<file path="src/verilog/prli_pkg.sv">
// Purpose: constants for the protection relay indicator controller
// Assumes: 50 MHz clock, 16 indicators
// Notes: times are kept in their own unit, cycle counts derived here
package prli_pkg;
    localparam int unsigned CLK_HZ = 50_000_000;
    localparam int unsigned LED_COUNT = 16;
    localparam int unsigned ARC_CHANNELS = 4;
    localparam int unsigned BIN_IN_LINES = 6;
    localparam int unsigned BIN_OUT_LINES = 2;
    localparam int unsigned TRIP_LINES = 3;
    localparam int unsigned LAMP_TEST_MS = 2000;
    localparam int unsigned PROTECT_MS = 50;
    localparam int unsigned QUAL_US = 1500;
    localparam int unsigned FLASH_MS = 250;
    localparam int unsigned LAMP_TEST_CYC = LAMP_TEST_MS * (CLK_HZ / 1000);
    localparam int unsigned PROTECT_CYC = PROTECT_MS * (CLK_HZ / 1000);
    localparam int unsigned QUAL_CYC = QUAL_US * (CLK_HZ / 1_000_000);
    localparam int unsigned FLASH_CYC = FLASH_MS * (CLK_HZ / 1000);
    // indicator positions in the 16-bit output vector
    localparam int unsigned LED_POWER = 0;
    localparam int unsigned LED_ERROR = 1;
    // three trip outputs share two lamps, so all sixteen lamps stay separate
    localparam int unsigned TRIP_LAMPS = 2;
    localparam int unsigned LED_TRIP_BASE = 2;
    localparam int unsigned LED_BIN_IN_BASE = 4;
    localparam int unsigned LED_BIN_OUT_BASE = 10;
    localparam int unsigned LED_ARC_BASE = 12;
    localparam int unsigned QUAL_LINES = ARC_CHANNELS + BIN_IN_LINES + BIN_OUT_LINES;
    localparam int unsigned NV_BITS = ARC_CHANNELS + BIN_IN_LINES + BIN_OUT_LINES + TRIP_LINES;
    localparam logic [1:0] ERR_HEALTHY = 2'h0;
    localparam logic [1:0] ERR_FAILURE = 2'h1;
    localparam logic [1:0] ERR_MISMATCH = 2'h2;
    typedef enum logic [1:0] {
        PRLI_ST_RESTORE = 2'h0,
        PRLI_ST_LAMP_TEST = 2'h1,
        PRLI_ST_RUN = 2'h2
    } prli_state_t;
endpackage

</file>
<file path="src/verilog/prli_qual_if.sv">
// Purpose: qualifier hookup between controller and qualifier bank
// Assumes: one clock domain
// Notes: raw lines in, qualified levels out
interface prli_qual_if #(parameter int unsigned N = 12);
    logic [N-1:0] raw;
    logic [N-1:0] hit;
    modport ctrl (output raw, input hit);
    modport qual (input raw, output hit);
endinterface

</file>
<file path="src/verilog/prli_led_ctrl.sv">
// Purpose: front-panel indicator controller of an arc protection relay
// Assumes: 50 MHz clock, inputs synchronous, external non-volatile store
// Notes: nv store holds latched indications; it is read once after reset
//
// Contract
// - sixteen separately driven indicators: power, error, arc, binary lines, trips.
// - on power-up all indicators lit two seconds, then only power stays on; restored latched indications stay lit too.
// - protection mode starts 50 ms after power-up, alongside the lamp test.
// - normally power lit plus breaker status indicators of connected breakers.
// - arc channel indicator dark while its channel is inactive; a latched arc keeps it lit.
// - arc indicator sets only after activation longer than 1.5 ms.
// - arc indicator stays latched steadily until the push-button is pressed.
// - loose wire or mismatch flashes channel indicator and raises error.
// - binary line indicator lights and latches after more than 1.5 ms active.
// - trip lights the indicator of the trip output that operated; the third trip output lights both trip lamps.
// - activation and trip indications latch regardless of latching switch.
// - latched indications saved to non-volatile memory, restored at power return.
// - error off healthy, steady on failure, blinking on configuration mismatch.
// - push-button clears latched indications and latched output relays.
module prli_led_ctrl
    import prli_pkg::*;
#(
    parameter int unsigned LAMP_CYCLES = LAMP_TEST_CYC,
    parameter int unsigned PROTECT_CYCLES = PROTECT_CYC,
    parameter int unsigned QUAL_CYCLES = QUAL_CYC,
    parameter int unsigned FLASH_CYCLES = FLASH_CYC
) (
    input wire logic clk,
    input wire logic reset,
    input wire logic [ARC_CHANNELS-1:0] arc_active,
    input wire logic [BIN_IN_LINES-1:0] binary_in_active,
    input wire logic [BIN_OUT_LINES-1:0] binary_out_active,
    input wire logic [TRIP_LINES-1:0] trip_event,
    input wire logic [ARC_CHANNELS-1:0] arc_fault,
    input wire logic [BIN_IN_LINES-1:0] binary_in_fault,
    input wire logic config_mismatch,
    input wire logic system_failure,
    input wire logic [BIN_IN_LINES-1:0] breaker_connected,
    input wire logic clear_button,
    input wire logic [NV_BITS-1:0] nv_rd_data,
    output logic [LED_COUNT-1:0] led_q,
    output logic protect_en_q,
    output logic relay_reset_q,
    output logic nv_wr_q,
    output logic [NV_BITS-1:0] nv_wr_data_q
);
    localparam int unsigned LW = $clog2(LAMP_CYCLES + 1);
    localparam int unsigned PW = $clog2(PROTECT_CYCLES + 1);
    localparam int unsigned FW = $clog2(FLASH_CYCLES + 1);

    initial begin
        if (LAMP_CYCLES == 0 || PROTECT_CYCLES == 0 || QUAL_CYCLES == 0 || FLASH_CYCLES == 0) begin
            $error("prli_led_ctrl: counts must be nonzero");
        end
        if (LED_COUNT != LED_ARC_BASE + ARC_CHANNELS) begin
            $error("prli_led_ctrl: indicator map does not fill 16 outputs");
        end
        if (LED_BIN_IN_BASE != LED_TRIP_BASE + TRIP_LAMPS || LED_BIN_OUT_BASE != LED_BIN_IN_BASE + BIN_IN_LINES
            || LED_ARC_BASE != LED_BIN_OUT_BASE + BIN_OUT_LINES) begin
            $error("prli_led_ctrl: indicator groups overlap or leave gaps");
        end
        if (TRIP_LINES != TRIP_LAMPS + 1) begin
            $error("prli_led_ctrl: trip lamp sharing needs one more trip output than lamps");
        end
    end

    prli_state_t state_q;
    logic [LW-1:0] lamp_cnt_q;
    logic [PW-1:0] prot_cnt_q;
    logic [FW-1:0] flash_cnt_q;
    logic flash_phase_q;
    logic btn_q;
    logic clear_pulse;
    logic [ARC_CHANNELS-1:0] arc_latch_q;
    logic [BIN_IN_LINES-1:0] bin_in_latch_q;
    logic [BIN_OUT_LINES-1:0] bin_out_latch_q;
    logic [TRIP_LINES-1:0] trip_latch_q;
    logic [NV_BITS-1:0] nv_image;
    logic [LED_COUNT-1:0] led_d;
    logic [1:0] err_mode;

    prli_qual_if #(.N(QUAL_LINES)) qif ();

    assign qif.raw = {binary_out_active, binary_in_active, arc_active};

    prli_qualifier #(.N(QUAL_LINES), .THRESH(QUAL_CYCLES)) u_qual (
        .clk(clk),
        .reset(reset),
        .q(qif)
    );

    // error mode: failure outranks mismatch
    function automatic logic [1:0] err_decode(input logic fail, input logic mism);
        if (fail) begin
            return ERR_FAILURE;
        end else if (mism) begin
            return ERR_MISMATCH;
        end
        return ERR_HEALTHY;
    endfunction

    // two lamps serve three trip outputs: the last output lights both lamps
    function automatic logic [TRIP_LAMPS-1:0] trip_lamps(input logic [TRIP_LINES-1:0] latched);
        logic [TRIP_LAMPS-1:0] lamps;
        lamps = '0;
        for (int i = 0; i < TRIP_LAMPS; i++) begin
            lamps[i] = latched[i] | latched[TRIP_LINES-1];
        end
        return lamps;
    endfunction

    // button edge: one clear per press, so a held button does not mask new events forever
    always_ff @(posedge clk or posedge reset) begin
        if (reset) begin
            btn_q <= 1'b0;
        end else begin
            btn_q <= clear_button;
        end
    end
    assign clear_pulse = clear_button && !btn_q && (state_q == PRLI_ST_RUN);

    always_ff @(posedge clk or posedge reset) begin
        if (reset) begin
            relay_reset_q <= 1'b0;
        end else begin
            relay_reset_q <= clear_pulse;
        end
    end

    // power-up sequence: restore store, then lamp test
    always_ff @(posedge clk or posedge reset) begin
        if (reset) begin
            state_q <= PRLI_ST_RESTORE;
            lamp_cnt_q <= '0;
        end else begin
            case (state_q)
                PRLI_ST_RESTORE: begin
                    state_q <= PRLI_ST_LAMP_TEST;
                end
                PRLI_ST_LAMP_TEST: begin
                    if (lamp_cnt_q == LW'(LAMP_CYCLES - 1)) begin
                        state_q <= PRLI_ST_RUN;
                    end
                    lamp_cnt_q <= lamp_cnt_q + LW'(1);
                end
                PRLI_ST_RUN: begin
                    state_q <= PRLI_ST_RUN;
                end
                default: begin
                    state_q <= PRLI_ST_RESTORE;
                end
            endcase
        end
    end

    // protection runs on its own counter, not gated by the lamp test
    always_ff @(posedge clk or posedge reset) begin
        if (reset) begin
            prot_cnt_q <= '0;
            protect_en_q <= 1'b0;
        end else if (!protect_en_q) begin
            if (prot_cnt_q == PW'(PROTECT_CYCLES - 1)) begin
                protect_en_q <= 1'b1;
            end
            prot_cnt_q <= prot_cnt_q + PW'(1);
        end
    end

    // one shared blink timebase
    always_ff @(posedge clk or posedge reset) begin
        if (reset) begin
            flash_cnt_q <= '0;
            flash_phase_q <= 1'b0;
        end else if (flash_cnt_q == FW'(FLASH_CYCLES - 1)) begin
            flash_cnt_q <= '0;
            flash_phase_q <= !flash_phase_q;
        end else begin
            flash_cnt_q <= flash_cnt_q + FW'(1);
        end
    end

    // latches: restored from store after reset, set wins over a clear in the same cycle
    always_ff @(posedge clk or posedge reset) begin
        if (reset) begin
            arc_latch_q <= '0;
            bin_in_latch_q <= '0;
            bin_out_latch_q <= '0;
            trip_latch_q <= '0;
        end else if (state_q == PRLI_ST_RESTORE) begin
            {trip_latch_q, bin_out_latch_q, bin_in_latch_q, arc_latch_q} <= nv_rd_data;
        end else if (protect_en_q) begin
            arc_latch_q <= (clear_pulse ? '0 : arc_latch_q)
                | qif.hit[ARC_CHANNELS-1:0];
            bin_in_latch_q <= (clear_pulse ? '0 : bin_in_latch_q)
                | qif.hit[ARC_CHANNELS +: BIN_IN_LINES];
            bin_out_latch_q <= (clear_pulse ? '0 : bin_out_latch_q)
                | qif.hit[ARC_CHANNELS + BIN_IN_LINES +: BIN_OUT_LINES];
            trip_latch_q <= (clear_pulse ? '0 : trip_latch_q) | trip_event;
        end
    end

    // store write-through whenever the latched image changes
    assign nv_image = {trip_latch_q, bin_out_latch_q, bin_in_latch_q, arc_latch_q};
    always_ff @(posedge clk or posedge reset) begin
        if (reset) begin
            nv_wr_data_q <= '0;
            nv_wr_q <= 1'b0;
        end else begin
            // latches may already set during the lamp test, so writes run from then on
            nv_wr_q <= (state_q != PRLI_ST_RESTORE) && (nv_image != nv_wr_data_q);
            nv_wr_data_q <= nv_image;
        end
    end

    assign err_mode = err_decode(system_failure,
        config_mismatch || (|arc_fault) || (|binary_in_fault));

    always_comb begin
        led_d = '0;
        led_d[LED_POWER] = 1'b1;
        case (err_mode)
            ERR_FAILURE: led_d[LED_ERROR] = 1'b1;
            ERR_MISMATCH: led_d[LED_ERROR] = flash_phase_q;
            default: led_d[LED_ERROR] = 1'b0;
        endcase
        led_d[LED_TRIP_BASE +: TRIP_LAMPS] = trip_lamps(trip_latch_q);
        for (int i = 0; i < BIN_IN_LINES; i++) begin
            // breaker status shown live for connected breakers on top of the latch, latch alone otherwise
            if (binary_in_fault[i]) begin
                led_d[LED_BIN_IN_BASE + i] = flash_phase_q;
            end else begin
                led_d[LED_BIN_IN_BASE + i] = bin_in_latch_q[i]
                    | (breaker_connected[i] & binary_in_active[i]);
            end
        end
        for (int i = 0; i < BIN_OUT_LINES; i++) begin
            led_d[LED_BIN_OUT_BASE + i] = bin_out_latch_q[i];
        end
        for (int i = 0; i < ARC_CHANNELS; i++) begin
            if (arc_fault[i] || config_mismatch) begin
                led_d[LED_ARC_BASE + i] = flash_phase_q;
            end else begin
                led_d[LED_ARC_BASE + i] = arc_latch_q[i];
            end
        end
        if (state_q != PRLI_ST_RUN) begin
            led_d = '1;
        end
    end

    always_ff @(posedge clk or posedge reset) begin
        if (reset) begin
            led_q <= '0;
        end else begin
            led_q <= led_d;
        end
    end
endmodule

</file>
<file path="src/verilog/prli_qualifier.sv">
// Purpose: continuous-activation qualifier bank
// Assumes: inputs synchronous to clk
// Notes: hit is a level, high once a line has stayed active past the threshold
module prli_qualifier #(
    parameter int unsigned N = 12,
    parameter int unsigned THRESH = 75
) (
    input wire logic clk,
    input wire logic reset,
    prli_qual_if.qual q
);
    localparam int unsigned CW = $clog2(THRESH + 2);
    initial begin
        if (N == 0 || THRESH == 0) begin
            $error("prli_qualifier: bad parameters");
        end
    end
    genvar i;
    generate
        for (i = 0; i < N; i++) begin : g_line
            logic [CW-1:0] cnt_q;
            logic hit_q;
            always_ff @(posedge clk or posedge reset) begin
                if (reset) begin
                    cnt_q <= '0;
                end else if (!q.raw[i]) begin
                    cnt_q <= '0;
                end else if (cnt_q <= CW'(THRESH)) begin
                    cnt_q <= cnt_q + CW'(1);
                end
            end
            // longer than the threshold: one count past it
            always_ff @(posedge clk or posedge reset) begin
                if (reset) begin
                    hit_q <= 1'b0;
                end else begin
                    hit_q <= q.raw[i] && (cnt_q >= CW'(THRESH));
                end
            end
            assign q.hit[i] = hit_q;
        end
    endgenerate
endmodule
</file>
<file path="config.mk">
export PLATFORM = sky130hd
export DESIGN_NAME = prli_led_ctrl
export DESIGN_NICKNAME = d
export VERILOG_FILES = /design/src/verilog/prli_pkg.sv /design/src/verilog/prli_qual_if.sv /design/src/verilog/prli_led_ctrl.sv /design/src/verilog/prli_qualifier.sv
export SDC_FILE = /design/constraint.sdc
export NUM_CORES = 1
export LEC_CHECK = 0
export ABC_AREA = 1
export BUFFER_PORTS_ARGS = -buffer_cell sky130_fd_sc_hd__buf_2
export CAP_MARGIN = 10
export CELL_PAD_IN_SITES_DETAIL_PLACEMENT = 1
export CELL_PAD_IN_SITES_GLOBAL_PLACEMENT = 1
export CORE_MARGIN = 1
export CORE_UTILIZATION = 46
export DETAILED_ROUTE_END_ITERATION = 7
export PLACE_DENSITY_LB_ADDON = 0.1
export SLEW_MARGIN = 20
export SYNTH_ARGS = -nofsm -noshare
export SYNTH_HDL_FRONTEND = slang
export SYNTH_SLANG_ARGS = --single-unit
</file>
<file path="constraint.sdc">
create_clock -name clk -period 17.7 [get_ports clk]
set_input_delay 4.425 -clock clk [delete_from_list [all_inputs] [get_ports clk]]
set_output_delay 4.425 -clock clk [all_outputs]
set_load 0.05 [all_outputs]
</file>
==> summary.md <==
| Metric | Value |
|---|---|
| Run status | `finished with violations` |
| Failing checks | `design-rule violations` |
| Core area | `46800 µm²` |
| Pwr Total | `approximately 1.8 mW` |
| Buffers on Ports | `84` |
| Chip Height | `220 µm` |
| Post-synthesis mux area share | `0` |
| Synth Area per Inst | `6.91 µm²` |
| Asr flop ratio synth | `1.00` |
| Post-Synth Simple-Gate Area | `0.438` |
| Adder-cell area share of the yosys netlist | `0.0171` |
| Clock period minus worst slack | `6.00 ns` |
| Clock tree sinks | `between 300 and 400` |
| First DRT Iteration DRCs | `1025` |
| Slew @ Worst Pin | `~0.9 ns` |
| Max VDD drop | `between 0.05 and 0.06 mV` |
| Syn. warnings | `0` |
| Most common cell in the netlist | `nand2_1` |
| Worst-Skew Late Latency | `~0.58 ns` |
| Grt total ovfl | `0` |
| Worst Reg-to-Reg Cells | `7` |
| WL/cell | `about 17 µm` |
| Setup TNS | `0 ns` |
| DP Wirelength | `46800 µm` |
| Worst Slack Setup Final | `around 12 ns` |
| CTS Hold Bufs | `0` |
| Power Dens Cells | `73.7 nW/µm²` |
| Slew Viols, Final | `0` |
| Final Hold Viols | `0` |
| Design area | `24100 µm²` |
| Clock Root Buffer | `clkbuf_16` |
| Syn nets | `3247` |
| Area Overhead vs Synth | `10.1%` |
| Slew headroom | `0.391` |
| I/O pin total | `85` |
| Worst Clk Skew | `0.0138 ns` |
| Num rows | `79` |
| Ranking of synthesized cells by area | `dfrtp_1 39%, nand2_1 16%, nand3_1 9.8%` |
| Maxcap violations | `0` |
| Vias in the first global route | `22174` |
| CTS tree | `built` |
| Most frequent cells after synthesis | `951 x nand2_1, 488 x nor2_1, 430 x nand3_1, 342 x dfrtp_1, 296 x inv_1` |
| DRC errors left | `28` |
| CP max FO | `23` |
| Mapped Area | `~22000 µm²` |
| Post-synth EDFFs | `0` |
| Num CTS Buffers | `44` |
| Core Util, Final | `0.516` |
| CTS Buffer Depth | `3` |
| Critical path endpoint category | `output pin` |
| RSZ-0062 raised after global routing | `false` |
| Leakage Power | `11.5 nW` |
| Routed wire length | `65000 µm` |
| Worst EP arrival | `~1.6 ns` |
| Die W | `220 µm` |
| Clk slew on worst S/H paths | `0.06 ns` |
| Ys flop type | `dfrtp_1` |
| Fmax | `0.167 GHz` |
| CP startpoint kind | `register` |
| Layout Nets | `3315` |
| Via-to-Cell Ratio | `5.40` |
| Die footprint | `48500 µm²` |
| Period utilization | `0.339` |
| Hold Crit Depth | `1` |
| Initial Util | `0.468` |
| Synth cell types | `47` |
| CTS H-tree depth | `2` |
| Setup violators final | `0` |
| Post-Synth XOR/XNOR Area | `0.0428` |
| Synthesized flop and latch total | `between 300 and 400` |
| Post-CTS setup buffer count | `0` |
| Syn Inst Count | `3166` |
| Initial antenna violation count | `3` |
| Gr usage total | `0.274` |
| Compound-Gate Fraction of Synth Area | `0.0349` |
| Antenna viol nets, final | `0` |
| Share of cells above drive strength 1 | `0.0946` |
| First-pass GRT wire length | `109000 µm` |
| DR pass1 iterations | `7` |
| # resized after CTS | `0` |
| Worst hold path class | `register to register` |
| Via count | `roughly 21000` |
| Pin count of the biggest net entering global routing | `192` |
| CP required | `13.28 ns` |
| Area share of the largest cell type after synthesis | `0.391` |
| GPL Wtd Cong | `0.874` |
| Pre-CTS WS | `11.47 ns` |
| CP Class | `register to output pin` |
| Largest area contributor in the netlist | `dfrtp_1` |
| Largest family of logic cells by synthesized area | `simple AND/OR/NAND/NOR gates` |
| Seq/Total Area, Yosys | `0.391` |
| Area after DPL | `22700 µm²` |
==> critical path: stages, from the launching register on <==
cell and delay, ns:
dfrtp_1 0.32, buf_4 0.33, buf_2 0.34
==> layer usage <==
metal,part of all wire,global-route usage,vias up
li1,-,-,10270
met1,0.45,0.347,10250
met2,0.49,0.483,292
met3,0.033,0.0348,113
met4,0.023,0.0857,4
met5,0.00035,0,-
==> path summary, 6_finish.rpt <==
check | startpoint | end | slack (ns)
worst min-delay path | btn_q | relay_reset_q | 0.42
max in group asynchronous | reset | u_qual.g_line[9].cnt_q[5] | 12.30
worst min register to register | btn_q | relay_reset_q | 0.42
worst max-delay path | protect_en_q | protect_en_q | 11.70
min in group asynchronous | reset | u_qual.g_line[1].cnt_q[15] | 3.94
worst max register to register | state_q[0] | trip_latch_q[2] | 15.21
==> state kept, by name, summed over array words and instances, names as in the netlist <==
register             flops
u_qual.g_line.hit_q     12
u_qual.g_line.cnt_q    204
protect_en_q             1
btn_q                    1
bin_in_latch_q           6
flash_cnt_q             24
led_q                   16
arc_latch_q              4
bin_out_latch_q          2
nv_wr_q                  1
trip_latch_q             3
state_q                  2
relay_reset_q            1
prot_cnt_q              22
flash_phase_q            1
nv_wr_data_q            15
lamp_cnt_q              27
==> logic make-up (layout without fill, tap and decap cells) <==
| kind of cell | count (synthesis) | count (layout) |
|---|---|---|
| fa+ha+maj | 30 | 30 |
| other cells | 1 | 2 |
| compound gates | 133 | 133 |
| flops | 342 | 342 |
| xor+xnor | 107 | 107 |
| buf+inv | 384 | 483 |
| simple gates | 2169 | 2169 |
==> cell type report <==
type,count,area (µm²)
antenna,1,2.50
fill,6188,22600
tap,607,759
clock inverter,22,190
sequential,342,8560
multi-input combinational,2440,11700
inverter,317,1200
clock buffer,55,1230
timing repair buffer,89,490
==> cells in the final DEF (no fill, tap or decap), types with 8 or more instances in the layout <==
| cell type | netlist | routed |
|---|---|---|
| nand2_1 | 951 | 951 |
| nor2_1 | 488 | 488 |
| nand3_1 | 430 | 430 |
| dfrtp_1 | 342 | 342 |
| inv_1 | 296 | 295 |
| nand4_1 | 84 | 84 |
| buf_2 | 18 | 84 |
| xor2_1 | 71 | 71 |
| nor3_1 | 68 | 68 |
| a21oi_1 | 55 | 55 |
| nand2_2 | 46 | 46 |
| clkbuf_16 | 0 | 46 |
| o21ai_0 | 39 | 39 |
| nor2_2 | 37 | 37 |
| xnor2_1 | 36 | 36 |
| ha_1 | 30 | 30 |
| inv_2 | 20 | 20 |
| nand3b_1 | 16 | 16 |
| o21bai_1 | 15 | 15 |
| nand2_4 | 14 | 14 |
| nand3_2 | 12 | 12 |
| o211ai_1 | 9 | 9 |
| nor2_4 | 8 | 8 |
| clkinv_2 | 0 | 8 |
==> report_power, final <==
part           switching [mW]  internal (mW)
Clock                   0.373          0.514
Sequential             0.0135          0.792
Combinational          0.0618         0.0226
==> through the flow <==
| stage | hold WS [ns] | cells |
|---|---|---|
| 3_5_place_dp | 0.402 | 3794 |
| 4_1_cts | 0.413 | 3871 |
| 3_3_place_gp | 0.392 | 3794 |
| 6_report | 0.416 | 3873 |
| 5_1_grt | 0.436 | 3872 |
| 2_1_floorplan | 0.388 | 3166 |
Note: power is estimated with default switching activity, not from simulation.
